`config.mk`:
```
export PLATFORM = sky130hd
export DESIGN_NAME = dsc_control_words
export DESIGN_NICKNAME = d
export VERILOG_FILES = /design/src/rtl/dsc_control_words.v
export VERILOG_INCLUDE_DIRS = /design/src /design/src/common
export SDC_FILE = /design/constraint.sdc
export NUM_CORES = 1
export LEC_CHECK = 0
export BUFFER_PORTS_ARGS = -buffer_cell sky130_fd_sc_hd__buf_2
export CAP_MARGIN = 20
export CELL_PAD_IN_SITES_DETAIL_PLACEMENT = 1
export CELL_PAD_IN_SITES_GLOBAL_PLACEMENT = 1
export CORE_MARGIN = 2
export CORE_UTILIZATION = 42
export DETAILED_ROUTE_END_ITERATION = 10
export GPL_ROUTABILITY_DRIVEN = 0
export PLACE_DENSITY = 0.84
export SLEW_MARGIN = 0
export SYNTH_ARGS = -nofsm -noshare
export SYNTH_HDL_FRONTEND = slang
export SYNTH_SLANG_ARGS = --single-unit
```
`constraint.sdc`:
```
create_clock -name mclk -period 1.9 [get_ports mclk]
set_clock_uncertainty 0.2 [all_clocks]
set_input_delay 0.095 -clock mclk [delete_from_list [all_inputs] [get_ports mclk]]
set_output_delay 0.095 -clock mclk [all_outputs]
set_load 0.05 [all_outputs]
```
`src/common/dsc_defines.vh`:
```
// Field positions, addresses and codes for the synthesizer control words
`ifndef DSC_DEFINES_VH
`define DSC_DEFINES_VH

`define DSC_SHIFT_W       22
`define DSC_DATA_W        20
`define DSC_ADDR_SYN2_REF 2'h0
`define DSC_ADDR_SYN2_FB  2'h1
`define DSC_ADDR_SYN1_REF 2'h2
`define DSC_ADDR_SYN1_FB  2'h3
`define DSC_WORD_RESET    20'h00000

// Word bit positions, data-field indices (word bit minus 2)
`define DSC_REF_DIV_LSB   0
`define DSC_REF_DIV_MSB   14
`define DSC_REF_POL_BIT   15
`define DSC_REF_GAIN_BIT  16
`define DSC_REF_HIZ_BIT   17
`define DSC_REF_SELA_BIT  18
`define DSC_REF_SELB_BIT  19
`define DSC_FB_SWAL_LSB   0
`define DSC_FB_SWAL_MSB   6
`define DSC_FB_BIN_LSB    7
`define DSC_FB_BIN_MSB    17
`define DSC_FB_PRE_BIT    18
`define DSC_FB_SYNTH_POWERDOWN_BIT   19

`define DSC_REF_DIV_MIN   15'h0003
`define DSC_FB_BIN_MIN    11'h003

// Operating modes from high-impedance and powerdown bits
`define DSC_MODE_ACTIVE   2'h0
`define DSC_MODE_HIZ      2'h1
`define DSC_MODE_SYNC_PD  2'h2
`define DSC_MODE_ASYNC_PD 2'h3

// Output select codes
`define DSC_SEL_LOW       4'h0
`define DSC_SEL_REF2      4'h1
`define DSC_SEL_REF1      4'h2
`define DSC_SEL_FAST      4'h3
`define DSC_SEL_LD2       4'h4
`define DSC_SEL_FB2       4'h5
`define DSC_SEL_FB1       4'h6
`define DSC_SEL_RST2      4'h7
`define DSC_SEL_LD1       4'h8
`define DSC_SEL_RST1      4'hb
`define DSC_SEL_LDALL     4'hc
`define DSC_SEL_RSTALL    4'hf

`endif

```
`src/rtl/dsc_control_words.v`:
```
// Serial control-word loader and field decoder for a dual synthesizer
`timescale 1ns/10ps
`default_nettype none
`include "dsc_defines.vh"

module dsc_control_words (
  input  wire        mclk,              // System clock, 200 MHz
  input  wire        reset,             // Synchronous reset, active high
  input  wire        ser_clk,           // Serial clock pin
  input  wire        ser_data,          // Serial data pin
  input  wire        load_strobe,       // Load strobe pin
  input  wire        ref1_div_out,      // First reference divider output
  input  wire        ref2_div_out,      // Second reference divider output
  input  wire        fb1_div_out,       // First feedback divider output
  input  wire        fb2_div_out,       // Second feedback divider output
  input  wire        lock1_detect,      // First analog lock detect
  input  wire        lock2_detect,      // Second analog lock detect
  input  wire        fast_acquire,      // First loop in fast acquisition
  input  wire        pump1_pulse_done,  // First pump pulse just ended
  input  wire        pump2_pulse_done,  // Second pump pulse just ended
  output reg  [14:0] reference_divide_count1, // First reference ratio
  output reg  [14:0] reference_divide_count2, // Second reference ratio
  output reg  [6:0]  swallow_count1,    // First swallow count
  output reg  [6:0]  swallow_count2,    // Second swallow count
  output reg  [10:0] binary_feedback_count1, // First binary count
  output reg  [10:0] binary_feedback_count2, // Second binary count
  output reg         detector_polarity1, // First polarity, 1 positive
  output reg         detector_polarity2, // Second polarity, 1 positive
  output reg         pump_current_gain1, // First gain, 1 high
  output reg         pump_current_gain2, // Second gain, 1 high
  output reg         pump_hiz_select1,  // First pump high impedance
  output reg         pump_hiz_select2,  // Second pump high impedance
  output reg         prescaler_sel1,    // First prescaler, 1 is 128/129
  output reg         prescaler_sel2,    // Second prescaler, 1 is 128/129
  output reg         synth_powerdown1,  // First powerdown bit
  output reg         synth_powerdown2,  // Second powerdown bit
  output reg  [1:0]  op_mode1,          // First operating mode
  output reg  [1:0]  op_mode2,          // Second operating mode
  output reg         synth_off1,        // First synthesizer powered down
  output reg         synth_off2,        // Second synthesizer powered down
  output reg  [3:0]  multifunction_out_select, // Output select code
  output reg         counter_hold1,     // Hold first dividers at load
  output reg         counter_hold2,     // Hold second dividers at load
  output reg         mf_out,            // Multi-function pin output
  output reg         mf_oe,             // Multi-function pin enable
  output reg         ratio_error        // A loaded ratio is below minimum
);

  ////////////////////////////////////////////////////////////////////////
  // Pin synchronisers
  reg [1:0] sclk_sync_q;
  reg [1:0] sdat_sync_q;
  reg [1:0] le_sync_q;
  reg       sclk_prev_q;
  reg       le_prev_q;

  always @(posedge mclk) begin
    if (reset) begin
      sclk_sync_q <= 2'h0;
      sdat_sync_q <= 2'h0;
      le_sync_q   <= 2'h0;
      sclk_prev_q <= 1'b0;
      le_prev_q   <= 1'b0;
    end else begin
      sclk_sync_q <= {sclk_sync_q[0], ser_clk};
      sdat_sync_q <= {sdat_sync_q[0], ser_data};
      le_sync_q   <= {le_sync_q[0], load_strobe};
      sclk_prev_q <= sclk_sync_q[1];
      le_prev_q   <= le_sync_q[1];
    end
  end

  wire sclk_rise = sclk_sync_q[1] & ~sclk_prev_q;
  wire le_rise   = le_sync_q[1] & ~le_prev_q;

  ////////////////////////////////////////////////////////////////////////
  // Status input synchronisers
  // Divider and lock levels run on other clocks; two flops each
  wire ref1_s;
  wire ref2_s;
  wire fb1_s;
  wire fb2_s;
  wire lock1_s;
  wire lock2_s;
  wire fast_s;

  dsc_sync2 ref1_sync (
    .mclk  (mclk),
    .reset (reset),
    .din   (ref1_div_out),
    .dout  (ref1_s)
  );

  dsc_sync2 ref2_sync (
    .mclk  (mclk),
    .reset (reset),
    .din   (ref2_div_out),
    .dout  (ref2_s)
  );

  dsc_sync2 fb1_sync (
    .mclk  (mclk),
    .reset (reset),
    .din   (fb1_div_out),
    .dout  (fb1_s)
  );

  dsc_sync2 fb2_sync (
    .mclk  (mclk),
    .reset (reset),
    .din   (fb2_div_out),
    .dout  (fb2_s)
  );

  dsc_sync2 lock1_sync (
    .mclk  (mclk),
    .reset (reset),
    .din   (lock1_detect),
    .dout  (lock1_s)
  );

  dsc_sync2 lock2_sync (
    .mclk  (mclk),
    .reset (reset),
    .din   (lock2_detect),
    .dout  (lock2_s)
  );

  dsc_sync2 fast_sync (
    .mclk  (mclk),
    .reset (reset),
    .din   (fast_acquire),
    .dout  (fast_s)
  );

  ////////////////////////////////////////////////////////////////////////
  // Shift register and word latch
  reg [21:0] shift_q;
  reg [19:0] s2_ref_q;
  reg [19:0] s2_fb_q;
  reg [19:0] s1_ref_q;
  reg [19:0] s1_fb_q;

  wire [1:0]  addr = shift_q[1:0];
  wire [19:0] data = shift_q[21:2];

  always @(posedge mclk) begin
    if (reset) begin
      shift_q  <= 22'h000000;
      s2_ref_q <= `DSC_WORD_RESET;
      s2_fb_q  <= `DSC_WORD_RESET;
      s1_ref_q <= `DSC_WORD_RESET;
      s1_fb_q  <= `DSC_WORD_RESET;
    end else begin
      if (sclk_rise)
        shift_q <= {shift_q[20:0], sdat_sync_q[1]};
      if (le_rise) begin
        case (addr)
          `DSC_ADDR_SYN2_REF: s2_ref_q <= data;
          `DSC_ADDR_SYN2_FB:  s2_fb_q  <= data;
          `DSC_ADDR_SYN1_REF: s1_ref_q <= data;
          `DSC_ADDR_SYN1_FB:  s1_fb_q  <= data;
          default:            s1_fb_q  <= s1_fb_q;
        endcase
      end
    end
  end

  ////////////////////////////////////////////////////////////////////////
  // Field decode
  wire [3:0] sel_d = {s1_ref_q[`DSC_REF_SELA_BIT],
                      s2_ref_q[`DSC_REF_SELA_BIT],
                      s1_ref_q[`DSC_REF_SELB_BIT],
                      s2_ref_q[`DSC_REF_SELB_BIT]};
  reg        sync_pd1_q;
  reg        sync_pd2_q;

  // Prohibited ratios still load; the flag shows the host its mistake
  wire ref1_low = s1_ref_q[`DSC_REF_DIV_MSB:`DSC_REF_DIV_LSB] <
                  `DSC_REF_DIV_MIN;
  wire ref2_low = s2_ref_q[`DSC_REF_DIV_MSB:`DSC_REF_DIV_LSB] <
                  `DSC_REF_DIV_MIN;
  wire bin1_low = s1_fb_q[`DSC_FB_BIN_MSB:`DSC_FB_BIN_LSB] <
                  `DSC_FB_BIN_MIN;
  wire bin2_low = s2_fb_q[`DSC_FB_BIN_MSB:`DSC_FB_BIN_LSB] <
                  `DSC_FB_BIN_MIN;

  always @(posedge mclk) begin
    if (reset) begin
      reference_divide_count1 <= 15'h0000;
      reference_divide_count2 <= 15'h0000;
      swallow_count1          <= 7'h00;
      swallow_count2          <= 7'h00;
      binary_feedback_count1  <= 11'h000;
      binary_feedback_count2  <= 11'h000;
      detector_polarity1      <= 1'b0;
      detector_polarity2      <= 1'b0;
      pump_current_gain1      <= 1'b0;
      pump_current_gain2      <= 1'b0;
      pump_hiz_select1        <= 1'b0;
      pump_hiz_select2        <= 1'b0;
      prescaler_sel1          <= 1'b0;
      prescaler_sel2          <= 1'b0;
      synth_powerdown1        <= 1'b0;
      synth_powerdown2        <= 1'b0;
      op_mode1                <= `DSC_MODE_ACTIVE;
      op_mode2                <= `DSC_MODE_ACTIVE;
      multifunction_out_select <= `DSC_SEL_LOW;
      ratio_error             <= 1'b0;
    end else begin
      reference_divide_count1 <=
        s1_ref_q[`DSC_REF_DIV_MSB:`DSC_REF_DIV_LSB];
      reference_divide_count2 <=
        s2_ref_q[`DSC_REF_DIV_MSB:`DSC_REF_DIV_LSB];
      detector_polarity1 <= s1_ref_q[`DSC_REF_POL_BIT];
      detector_polarity2 <= s2_ref_q[`DSC_REF_POL_BIT];
      pump_current_gain1 <= s1_ref_q[`DSC_REF_GAIN_BIT];
      pump_current_gain2 <= s2_ref_q[`DSC_REF_GAIN_BIT];
      pump_hiz_select1   <= s1_ref_q[`DSC_REF_HIZ_BIT];
      pump_hiz_select2   <= s2_ref_q[`DSC_REF_HIZ_BIT];
      swallow_count1 <= s1_fb_q[`DSC_FB_SWAL_MSB:`DSC_FB_SWAL_LSB];
      swallow_count2 <= s2_fb_q[`DSC_FB_SWAL_MSB:`DSC_FB_SWAL_LSB];
      binary_feedback_count1 <=
        s1_fb_q[`DSC_FB_BIN_MSB:`DSC_FB_BIN_LSB];
      binary_feedback_count2 <=
        s2_fb_q[`DSC_FB_BIN_MSB:`DSC_FB_BIN_LSB];
      prescaler_sel1   <= s1_fb_q[`DSC_FB_PRE_BIT];
      prescaler_sel2   <= s2_fb_q[`DSC_FB_PRE_BIT];
      synth_powerdown1 <= s1_fb_q[`DSC_FB_SYNTH_POWERDOWN_BIT];
      synth_powerdown2 <= s2_fb_q[`DSC_FB_SYNTH_POWERDOWN_BIT];
      op_mode1 <= {s1_fb_q[`DSC_FB_SYNTH_POWERDOWN_BIT],
                   s1_ref_q[`DSC_REF_HIZ_BIT]};
      op_mode2 <= {s2_fb_q[`DSC_FB_SYNTH_POWERDOWN_BIT],
                   s2_ref_q[`DSC_REF_HIZ_BIT]};
      multifunction_out_select <= sel_d;
      ratio_error <= ref1_low | ref2_low | bin1_low | bin2_low;
    end
  end

  ////////////////////////////////////////////////////////////////////////
  // Powerdown sequencing
  always @(posedge mclk) begin
    if (reset) begin
      sync_pd1_q <= 1'b0;
      sync_pd2_q <= 1'b0;
      synth_off1 <= 1'b0;
      synth_off2 <= 1'b0;
    end else begin
      // Sync powerdown waits for the end of a pump pulse
      case (op_mode1)
        `DSC_MODE_ASYNC_PD: sync_pd1_q <= 1'b1;
        `DSC_MODE_SYNC_PD:  sync_pd1_q <= sync_pd1_q | pump1_pulse_done;
        default:            sync_pd1_q <= 1'b0;
      endcase
      case (op_mode2)
        `DSC_MODE_ASYNC_PD: sync_pd2_q <= 1'b1;
        `DSC_MODE_SYNC_PD:  sync_pd2_q <= sync_pd2_q | pump2_pulse_done;
        default:            sync_pd2_q <= 1'b0;
      endcase
      synth_off1 <= (op_mode1 == `DSC_MODE_ASYNC_PD) |
                    ((op_mode1 == `DSC_MODE_SYNC_PD) &
                     (sync_pd1_q | pump1_pulse_done));
      synth_off2 <= (op_mode2 == `DSC_MODE_ASYNC_PD) |
                    ((op_mode2 == `DSC_MODE_SYNC_PD) &
                     (sync_pd2_q | pump2_pulse_done));
    end
  end

  ////////////////////////////////////////////////////////////////////////
  // Multi-function pin
  always @(posedge mclk) begin
    if (reset) begin
      mf_out        <= 1'b0;
      mf_oe         <= 1'b1;
      counter_hold1 <= 1'b0;
      counter_hold2 <= 1'b0;
    end else begin
      // Both dividers of a loop share one hold so they restart aligned
      counter_hold1 <= (sel_d == `DSC_SEL_RST1) |
                       (sel_d == `DSC_SEL_RSTALL);
      counter_hold2 <= (sel_d == `DSC_SEL_RST2) |
                       (sel_d == `DSC_SEL_RSTALL);
      mf_oe <= 1'b1;
      case (sel_d[2:0])
        3'h1: mf_out <= ref2_s;
        3'h2: mf_out <= ref1_s;
        3'h5: mf_out <= fb2_s;
        3'h6: mf_out <= fb1_s;
        3'h3: begin
          if (sel_d[3]) begin
            mf_out <= 1'b0;
          end else begin
            // Open drain pulls low while fast acquisition is active
            mf_out <= 1'b0;
            mf_oe  <= fast_s;
          end
        end
        3'h7: mf_out <= 1'b0;
        3'h4: begin
          case (sel_d[3:2])
            2'h1:    mf_out <= lock2_s;
            2'h2:    mf_out <= lock1_s;
            2'h3:    mf_out <= lock1_s & lock2_s;
            default: mf_out <= 1'b0;
          endcase
        end
        default: begin
          // 1000 is lock detect of the first loop, 0000 drives low
          mf_out <= sel_d[3] ? lock1_s : 1'b0;
        end
      endcase
    end
  end

endmodule

////////////////////////////////////////////////////////////////////////
// Two-flop synchroniser for a level from another clock
module dsc_sync2 (
  input  wire mclk,  // System clock
  input  wire reset, // Synchronous reset, active high
  input  wire din,   // Level from another clock domain
  output wire dout   // Level safe to read in this domain
);

  reg [1:0] sync_q;

  always @(posedge mclk) begin
    if (reset) begin
      sync_q <= 2'h0;
    end else begin
      sync_q <= {sync_q[0], din};
    end
  end

  assign dout = sync_q[1];

endmodule
`default_nettype wire

```
==> summary.md, run 1 <==
| Metric | Value |
|---|---|
| Via/cell ratio | 4.860 |
| Clk_lat worst skew | 0.50 ns |
| Final Util | 54.08% |
| Hold Fails Final Rpt | 0 |
| First-pass GRT wire length | 26660 um |
| DR WL/cell | 15.70 um |
| Hold/Removal Path Class | reg2reg |
| Core area | 0.01577 mm^2 |
| # rows | 46 |
| Number of I/O pins | 105 |
| Pwr dens | 1081 mW/mm^2 |
| Number of setup buffers added after CTS | 0 |
| Actual slew at the worst max-slew pin | 0.4437 ns |
| Setup WS post-layout | 0.2166 ns |
| Die W | 130.6 um |
| Critical Path RT | 2.08 ns |
| Initial Util | 42.68% |
| Gr ovfl total | 0 |
| CP bufs+invs | 4 |
| Multi-input logic area | 0.002267 mm^2 |
| Ys flop type | dfxtp_1 |
| Fmax | 594.0 MHz |
| Clock Path Buffers | 3 |
| HPWL Detailed | 10510 um |
| P_leak | 3.407 nW |
| Post-Syn Nets | 732 |
| Slew Viols, Final | 0 |
| Worst Path Max Fanout | 35 |
| Routed Antenna Nets | 0 |
| Post-synth cell types | 27 |
| Tmin final | 1.683 ns |
| Port Buffers | 104 |
| Synth warn | 0 |
| Synth top area share | 63.36% |
| Vias in the first global route | 5293 |
| GR Util met1 | 24.85% |
| Layout cells sized above 1 | 19.18% |
| Setup TNS Final | 0 ns |
| Critical path endpoint category | flip-flop |
| CTS sink count | 213 |
| Met3 usage | 3.461% |
| Total die area | 0.01705 mm^2 |
| Total wire length | 16810 um |
| Synth Instances | 718 |
| Flops & latches, synth | 213 |
| Fin crit share | 88.60% |
| Average size of a mapped cell | 9.374 um^2 |
| Final instance area | 0.008528 mm^2 |
| CP Class | in2reg |
| Dominant cell by count in the synthesized netlist | dfxtp_1 |
| Post-synth EDFFs | 0 |
| CTS clk-pin slew, worst paths | 0.06 ns |
| Chip height | 130.6 um |
| Seq/Total Area, Yosys | 63.36% |
| Initial antenna violation count | 0 |
| VDD IR max | 612.7 uV |
| Final nets | 854 |
| CTS Buf Count | 22 |
| Max-Cap Viols | 0 |
| Busiest grt layer | met2 |
| Final Setup Violations | 0 |
| Critical Path Slowest Stage Cell | dlygate4sd3_1 |
| Dpl cell area | 0.007515 mm^2 |
| Fin Hold WS | 0.2423 ns |
| Outcome | finished clean |
| Drt first pass iters | 4 |
| DRC violations left | 0 |
| Gr usage total | 19.58% |
| Crit path arrival time | 1.87 ns |
| Register area | 0.004264 mm^2 |
| Worst setup SP type | input port |
| Max incr delay on CP | 0.55 ns |
| Crit-path cells | dlygate4sd3_1 > buf_6 > buf_4 > nor2b_1 > dlygate4sd3_1 |
| Family with the most delay on the worst path | buffers and inverters |
| Fill cells | 1839 |
| CTS H-tree depth | 1 |
| Max-slew headroom | 70.15% |
| Largest net degree at the start of global routing | 68 |
| Post-synthesis cell area | 0.006730 mm^2 |
| Post-synth ARST share | 0% |
| Area grow syn2layout | 26.72% |
| Crit-path most repeated cell | dlygate4sd3_1 |
| Clock root buffer master | clkbuf_16 |
| Met2 Use GR | 34.50% |
| Post-place setup slack | 0.2731 ns |
| Commonest cells post-synth | 213 x dfxtp_1, 204 x nand2_1, 104 x a21oi_1, 103 x nor2b_1, 35 x clkbuf_1 |
| Synth top area cells | dfxtp_1 63%, nand2_1 11%, nor2b_1 9.6%, a21oi_1 7.7%, clkbuf_1 2.0% |
| CTS tree | done |
| RSZ-0062 raised after global routing | no |
| Starting DRC count in detailed routing | 324 |
| Total number of vias | 5205 |
| Largest area contributor in the netlist | dfxtp_1 |
| ANT cells | 0 |
-- metal layers --
layer	wire, um	part of all wire, %
met1	7336	44
met2	8481	50
met3	732	4.4
met4	260	1.5
met5	0	0
-- layout by cell type, fill, tap and decap left out --
cell type and n:
mux2i_1 3, clkbuf_16 23, dfxtp_1 213, nand2b_1 1, nand4_1 2, nor4_1 6
nor3_1 7, buf_2 103, and4bb_1 1, and3_1 2, or4b_1 1, inv_1 1
o311a_1 1, nand4bb_1 2, nor3b_1 4, clkinv_2 4, a41oi_1 1, bufinv_16 3
buf_12 2, buf_4 19, clkbuf_8 6, nand2_1 204, buf_6 1, clkinvlp_4 1
clkbuf_1 2, a21oi_1 104, and4b_1 1, nor4bb_4 1, nand4b_1 1, dlygate4sd3_1 23
o21ai_0 1, nor4b_2 1, nand3_1 3, nor2b_1 103, a211oi_1 4
-- cells by family (layout without fill, tap and decap cells) --
family | after synthesis | in the layout | share of synthesized area, %
and+or+nand+nor | 340 | 340 | 24.39
AOI/OAI and AO/OA | 111 | 111 | 8.533
DFF | 213 | 213 | 63.36
buffers and inverters | 51 | 188 | 3.272
muxes | 3 | 3 | 0.4462
-- state kept, by name (all words and copies together), names as in the netlist, 2 cells and up --
register                  flops
binary_feedback_count1       11
binary_feedback_count2       11
fast_sync.sync_q              2
fb1_sync.sync_q               2
fb2_sync.sync_q               2
le_sync_q                     2
lock1_sync.sync_q             2
lock2_sync.sync_q             2
multifunction_out_select      4
ref1_sync.sync_q              2
ref2_sync.sync_q              2
reference_divide_count1      15
reference_divide_count2      15
s1_fb_q                      20
s1_ref_q                     20
s2_fb_q                      20
s2_ref_q                     20
sclk_sync_q                   2
sdat_sync_q                   2
shift_q                      22
swallow_count1                7
swallow_count2                7
-- area by class of cell --
class / instances / share of cell area, %
Inverter: 1 / 0.04401
Clock inverter: 8 / 1.379
Timing Repair Buffer: 148 / 11.02
Tap cell: 216 / 3.169
Multi-Input combinational cell: 454 / 26.58
Sequential cell: 213 / 50.00
Clock buffer: 31 / 7.805
-- report_power, final --
| group | switching (W) | internal (W) |
|---|---|---|
| Combinational | 0.000112 | 0.0000772 |
| Clock | 0.00169 | 0.00284 |
| Sequential | 0.00000908 | 0.00449 |
-- what timing repair did --
action	in CTS	in global routing
hold buffers	23	0
resized for setup	0	0
endpoints found under the hold margin	141	0
-- worst register-to-register path: cells and delay by family (launching register included) --
family	cells	cell delay, ns
simple gates	2	0.63
flops	1	0.41
buf+inv	1	0.22
compound gates	1	0.07
-- per-stage QoR --
stage | total power [W] | std cells
after floorplan | 0.004694 | 718
after global placement | 0.004743 | 1009
after detailed placement | 0.004748 | 1009
after CTS | 0.009325 | 1071
after global routing | 0.009540 | 1071
final | 0.009220 | 1071
-- path summary, 6_finish.rpt --
check,from,end,slack [ns],cells after the start
max,reset,fb1_sync.sync_q[0],0.22,5
min,fb2_sync.sync_q[0],fb2_sync.sync_q[1],0.24,1
max reg2reg,shift_q[1],s2_ref_q[7],0.24,4
min reg2reg,fb2_sync.sync_q[0],fb2_sync.sync_q[1],0.24,1
(Power assumes the default switching activity.)
==> run 2, diff against run 1 <==
- ABC_AREA: unset -> 1
- CTS_BUF_LIST: unset -> sky130_fd_sc_hd__clkbuf_16
- CTS_CLUSTER_DIAMETER: unset -> 30
==> run 2 against run 1 <==
  * Hold slack got worse by 0.096 ns
  * Critical endpoint is now s1_fb_q[9]
  * Largest power group unchanged
  * Wire length is essentially flat
  * Synthesized cell count grew 7.4%
  * Critical path type is now reg2reg
  * Global-route usage is 0.69 points higher
==> summary.md, run 2 <==
| Metric | Value |
|---|---|
| Layout cells sized above 1 | 19.26% (+0.079 points) |
| HPWL Detailed | 9883 um (-6.0%) |
| Most frequent cells in the layout | 219 x nor2_1, 213 x dfxtp_1, 110 x inv_1 |
| RSZ-0062 raised after global routing | no |
| Most common library cell in the layout ignoring fill and taps | nor2_1 |
| R2R Setup Slk | 0.30 ns (+0.06 ns) |
| P_leak | 4.023 nW (+18%) |
| Post-synth cell types | 15 (-44%) |
| RR Endpoint | s1_fb_q[9] |
| Post-synthesis cell area | 0.006783 mm^2 (+0.78%) |
| Largest net degree at the start of global routing | 56 (-18%) |
| Port Buffers | 104 (unchanged) |
| Fmax | 626.8 MHz (+5.5%) |
| CP Class | reg2reg |
| Synth top area cells | dfxtp_1 63%, nor2_1 12%, a211oi_1 9.1%, inv_1 5.8%, nand2_1 3.7% |
| Post-CTS sizing | 0 (unchanged) |
| Crit path to | s1_fb_q[9] |
| Core area | 0.01583 mm^2 (+0.37%) |
| Final nets | 908 (+6.3%) |
| Chip height | 131.1 um (+0.38%) |
| CTS tree | done |
| CTS sink count | 213 (unchanged) |
| Ys flop type | dfxtp_1 |
| Actual slew at the worst max-slew pin | 0.6319 ns (+0.1882 ns) |
| Dpl cell area | 0.007502 mm^2 (-0.17%) |
| Drt first pass iters | 4 (unchanged) |
| Reg2reg path depth | 6 (+2) |
| Average size of a mapped cell | 8.797 um^2 (-6.1%) |
| Hold Fails Final Rpt | 0 (unchanged) |
| Worst Path Max Fanout | 40 (+14%) |
| # rows | 46 (unchanged) |
| Max-Cap Viols | 0 (unchanged) |
| Outcome | finished clean |
| R2r startpoint | le_sync_q[1] |
| Starting DRC count in detailed routing | 235 (-27%) |
| Setup TNS Final | 0 ns (unchanged) |
| Die W | 131.1 um (+0.38%) |
| Total chip power | 0.01120 W (+22%) |
| Clk_lat worst skew | 0.50 ns (about the same) |
| Routed Antenna Nets | 0 (unchanged) |
| Post-synth EDFFs | 0 (unchanged) |
| Total number of vias | 5369 (+3.2%) |
| Synth Instances | 771 (+7.4%) |
| Slew Viols, Final | 0 (unchanged) |
| Fin crit share | 83.97% (-4.6 points) |
| Commonest cells post-synth | 219 x nor2_1, 213 x dfxtp_1, 104 x inv_1, 82 x a211oi_1, 66 x nand2_1 |
| CTS H-tree depth | 2 (+1) |
| Critical path endpoint category | flip-flop |
| Critical Path RT | 2.07 ns (about the same) |
| Gr ovfl total | 0 (unchanged) |
| Critical Path Source | le_sync_q[1] |
| Crit path arrival time | 1.77 ns (-0.10 ns) |
| CTS Buf Count | 37 (+68%) |
| Synth warn | 0 (unchanged) |
| Initial antenna violation count | 0 (unchanged) |
| Tmin final | 1.595 ns (-0.08796 ns) |
| ANT cells | 0 (unchanged) |
| DR WL/cell | 14.81 um (-5.6%) |
| Total wire length | 16810 um (about the same) |
| Seq/Total Area, Yosys | 62.87% (-0.49 points) |
| Max reg flops | 22 (unchanged) |
| Max-slew headroom | 57.82% (-12 points) |
| Number of setup buffers added after CTS | 0 (unchanged) |
| VDD IR max | 630.3 uV (+2.9%) |
| Gr usage total | 20.27% (+0.69 points) |
| Pwr dens | 1271 mW/mm^2 (+18%) |
| CTS clk-pin slew, worst paths | 0.05 ns (about the same) |
| Area grow syn2layout | 29.98% |
| Clock root buffer master | clkbuf_16 |
| Largest area contributor in the netlist | dfxtp_1 |
| Post-Syn Nets | 785 (+7.2%) |
| Final instance area | 0.008816 mm^2 (+3.4%) |
| Final Setup Violations | 0 (unchanged) |
| Clock Path Buffers | 3 (unchanged) |
| Hold/Removal Path Class | in2reg |
| Synth top area share | 62.87% (-0.49 points) |
| Flops & latches, synth | 213 (unchanged) |
| Worst setup SP type | flip-flop |
| Fin Hold WS | 0.1460 ns (-0.09623 ns) |
| DRC violations left | 0 (unchanged) |
| Most flops, register | shift_q |
| Initial Util | 42.85% (+0.18 points) |
| Post-synth ARST share | 0% (unchanged) |
| Via/cell ratio | 4.730 (-2.7%) |
| Vias in the first global route | 5546 (+4.8%) |
| Dominant cell by count in the synthesized netlist | nor2_1 |
| First-pass GRT wire length | 27390 um (+2.7%) |
| Number of I/O pins | 105 (unchanged) |
| Total die area | 0.01718 mm^2 (+0.76%) |
[run 2: cells by family (layout without fill, tap and decap cells)]
group / count (synthesis) / count (layout) / share of synthesized area, %
and+or+nand+nor: 296 / 296 / 16.62
buffers and inverters: 152 / 300 / 9.297
AOI/OAI and AO/OA: 110 / 110 / 11.22
DFF: 213 / 213 / 62.87
[run 2: area by class of cell]
| type | instances | area (um^2) |
|---|---|---|
| clock buffers | 37 | 925.9 |
| multi-input cells | 406 | 1888 |
| well taps | 216 | 270.3 |
| flip-flops and latches | 213 | 4264 |
| clock inverters | 27 | 257.7 |
| fillers | 1821 | 7012 |
| repair buffers | 132 | 819.5 |
| inverters | 104 | 390.4 |
[run 2: layer usage]
layer | global-route usage [%] | vias to the layer above | share of wire, %
met3 | 5.276 | 33 | 4.9
met2 | 35.54 | 136 | 50
met4 | 7.447 | 0 | 2.5
met5 | 0 | - | 0
met1 | 23.92 | 2533 | 43
li1 | - | 2667 | -
[run 2: per-stage QoR]
step	setup WS [ns]	util [%]	std cells
after floorplan	0.6898	-	771
after global placement	0.4824	47.40	1058
after detailed placement	0.4373	47.40	1058
after CTS	0.2730	55.70	1135
after global routing	0.1600	55.70	1135
final	0.3046	55.70	1135
[run 2: worst min path at each step]
stage                     slack [ns]    startpoint  cells past startpoint                   end
final                           0.15  ref2_div_out                      4   ref2_sync.sync_q[0]
after global routing            0.15  ref2_div_out                      4   ref2_sync.sync_q[0]
after CTS                       0.13  ref1_div_out                      4   ref1_sync.sync_q[0]
after detailed placement        0.10  ref1_div_out                      3   ref1_sync.sync_q[0]
after global placement           0.1  lock1_detect                      3  lock1_sync.sync_q[0]
after floorplan                0.002  fast_acquire                      2   fast_sync.sync_q[0]
[run 2: what timing repair did]
action,4_1_cts,5_1_grt
hold endpoints to repair,63,0
setup endpoints to repair,0,0
hold buffers,13,0
[run 2: power breakdown]
| group | total, W | switching (W) | internal (W) |
|---|---|---|---|
| Clock | 0.00623 | 0.00214 | 0.00409 |
| Combinational | 0.000394 | 0.000272 | 0.000121 |
| Sequential | 0.00458 | 0.0000290 | 0.00455 |
| Total | 0.0112 | 0.00244 | 0.00876 |
[run 2: worst max-delay path, stage by stage, from the launching register on]
cell	delay, ns
dfxtp_1	0.29
inv_1	0.08
nor2_2	0.06
nand3_1	0.06
buf_4	0.40
nor2_1	0.09
a211oi_1	0.30
==> run 3, diff against run 2 <==
- CORE_UTILIZATION: 42 -> 38
- PLACE_DENSITY: 0.84 -> 0.81
- clock period: 1.9 -> 1.45 ns (I/O delays scaled with it)
==> run 3 against run 2 <==
  * The run now ends with negative setup slack left
  * Maximum frequency grew 4.8%
  * First-iteration DRC count up 29%
  * Combinational power increased by 66%
  * Clock power up 43%
  * Setup slack lost 0.38 ns
  * Count of clock-buffer cells in the layout increased by 2
  * Critical path type unchanged
  * Highest routed layer unchanged
==> summary.md, run 3 (synthesized netlist as in run 2, its figures left out) <==
| Metric | Value |
|---|---|
| Final Setup Violations | 9 (+9) |
| VDD IR max | 1015 uV (+61%) |
| Die W | 137.6 um (+5.0%) |
| CP Class | reg2reg |
| Most frequent cells in the layout | 212 x nor2_1, 209 x dfxtp_1, 106 x inv_1 |
| Placed cells | 1073 (+1.4%) |
| Fmax | 657.0 MHz (+4.8%) |
| Failing checks | negative setup slack |
| Clock root buffer master | clkbuf_16 |
| Starting DRC count in detailed routing | 303 (+29%) |
| Area grow syn2layout | 41.54% |
| RSZ-0062 raised after global routing | yes |
| CTS tree | done |
| DRC violations left | 0 (unchanged) |
| CTS clk-pin slew, worst paths | 0.05 ns (about the same) |
| Post-place setup slack | -0.04051 ns (-0.4778 ns) |
| Final nets | 955 (+5.2%) |
| Hold/Removal Path Class | in2reg |
| Chip height | 137.6 um (+5.0%) |
| Vias in the first global route | 6014 (+8.4%) |
| Register area | 0.004269 mm^2 (+0.12%) |
| Critical Path RT | 1.59 ns (-0.48 ns) |
| Hold Fails Final Rpt | 0 (unchanged) |
| Critical Path Slowest Stage Cell | dfxtp_1 |
| Max incr delay on CP | 0.34 ns (-0.06 ns) |
| Non-filler instance count after layout | 1195 (+5.3%) |
| Most common library cell in the layout ignoring fill and taps | nor2_1 |
| Worst Path Max Fanout | 30 (-25%) |
| Gr usage total | 20.39% (+0.12 points) |
| CTS Buf Count | 39 (+5.4%) |
| Max-slew headroom | 60.44% (+2.6 points) |
| Tmin final | 1.522 ns (-0.07337 ns) |
| Port Buffers | 104 (unchanged) |
| Multi-input logic area | 0.002044 mm^2 (+8.3%) |
| Total die area | 0.01893 mm^2 (+10%) |
| Via/cell ratio | 4.828 (+2.1%) |
| Outcome | finished with violations |
| Number of I/O pins | 105 (unchanged) |
| Pwr dens | 1621 mW/mm^2 (+28%) |
| Total wire length | 20570 um (+22%) |
| Max-Cap Viols | 0 (unchanged) |
| Core area | 0.01736 mm^2 (+9.7%) |
| HPWL Detailed | 10140 um (+2.6%) |
| GR Util met1 | 22.74% (-1.2 points) |
| Fin crit share | 105.0% (+21 points) |
| CTS H-tree depth | 2 (unchanged) |
| Crit path arrival time | 1.66 ns (-0.11 ns) |
| Initial antenna violation count | 0 (unchanged) |
| CTS sink count | 213 (unchanged) |
| First-pass GRT wire length | 30080 um (+9.9%) |
| ANT cells | 0 (unchanged) |
| Routed Antenna Nets | 0 (unchanged) |
| Total chip power | 0.01556 W (+39%) |
| Final Util | 55.31% (-0.39 points) |
| Total number of vias | 5770 (+7.5%) |
| Clk_lat worst skew | 0.50 ns (about the same) |
| Setup TNS Final | -0.2371 ns (-0.2371 ns) |
| Worst setup SP type | flip-flop |
| # rows | 48 (+4.3%) |
| Initial Util | 39.08% (-3.8 points) |
| Gr ovfl total | 0 (unchanged) |
| DR WL/cell | 17.21 um (+16%) |
| Crit-path cells | inv_2 > nor2_4 > nand3_2 > buf_12 > nor2_1 > a211oi_1 |
| Busiest grt layer | met2 |
| Met3 usage | 4.599% (-0.68 points) |
| Largest net degree at the start of global routing | 31 (-45%) |
| Layout cells sized above 1 | 23.51% (+4.2 points) |
| Setup WS post-layout | -0.07204 ns (-0.3766 ns) |
| Clock Path Buffers | 3 (unchanged) |
| Met2 Use GR | 36.79% (+1.3 points) |
| Max reg flops | 22 (unchanged) |
| Drt first pass iters | 4 (unchanged) |
| P_leak | 4.365 nW (+8.5%) |
| Critical path endpoint category | flip-flop |
| Actual slew at the worst max-slew pin | 0.5915 ns (-0.04044 ns) |
| Fill cells | 1966 (+8.0%) |
| Most flops, register | shift_q |
| Slew Viols, Final | 0 (unchanged) |
==> run 3: changes by cell type in the layout (fill, tap and decap cells not counted), sizes merged <==
cell / change
clkinv: -1
dlygate4sd3: +36
bufinv: +2
dlymetal6s4s: +1
clkinvlp: +4
clkbuf: +4
buf: +5
==> run 3: routing by layer <==
| layer | share of wire, % | vias to the layer above |
|---|---|---|
| met3 | 5.0 | 54 |
| met4 | 3.5 | 0 |
| met5 | 0 | - |
| li1 | - | 2757 |
| met2 | 52 | 169 |
| met1 | 39 | 2790 |
==> run 3: repair_timing <==
action,CTS,global route
cloned,0,1
setup endpoints to repair,38,110
hold buffers,47,4
gates resized for setup,10,51
pin swaps,0,0
endpoints found under the hold margin,126,20
buffers inserted,0,0
==> run 3: critical path: cells and delay by family (launching register included) <==
| family | cells | cell delay, ns |
|---|---|---|
| AOI/OAI and AO/OA | 1 | 0.09 |
| buffers and inverters | 2 | 0.27 |
| DFF | 1 | 0.34 |
| and+or+nand+nor | 3 | 0.46 |
==> run 3: report_power, final <==
part / switching, W / total, W / leakage [nW] / internal, W
Sequential: 0.0000442 / 0.00601 / 1.73 / 0.00597
Combinational: 0.000419 / 0.000655 / 2.00 / 0.000236
Clock: 0.00295 / 0.00889 / 0.642 / 0.00594
Total: 0.00341 / 0.0156 / 4.36 / 0.0121
==> run 3: worst paths after layout <==
path                        from             end  slack (ns)  depth (start not counted)
setup / recovery    le_sync_q[1]     s1_ref_q[3]       -0.07                          6
hold / removal             reset           mf_oe      0.0008                          4
setup reg to reg    le_sync_q[1]     s1_ref_q[3]       -0.07                          6
hold reg to reg   sdat_sync_q[0]  sdat_sync_q[1]        0.21                          2
==> run 3: layout make-up <==
type                            count  area share [%]
Timing Repair Buffer              176           13.70
Inverter                          104           4.105
Timing Repair inverter              1         0.07820
Clock buffer                       39           10.17
Clock inverter                     31           3.258
Sequential cell                   213           44.47
Tap cell                          225           2.932
Multi-Input combinational cell    406           21.30
==> run 3: metrics by stage <==
| stage | hold WS [ns] | instance area [um^2] |
|---|---|---|
| final | 0.0007655 | 9600 |
| after global routing | 0.02138 | 9600 |
| after CTS | -0.1205 | 9370 |
| after detailed placement | 0.08267 | 7559 |
| after global placement | 0.07472 | 7559 |
| after floorplan | -0.02053 | 6783 |
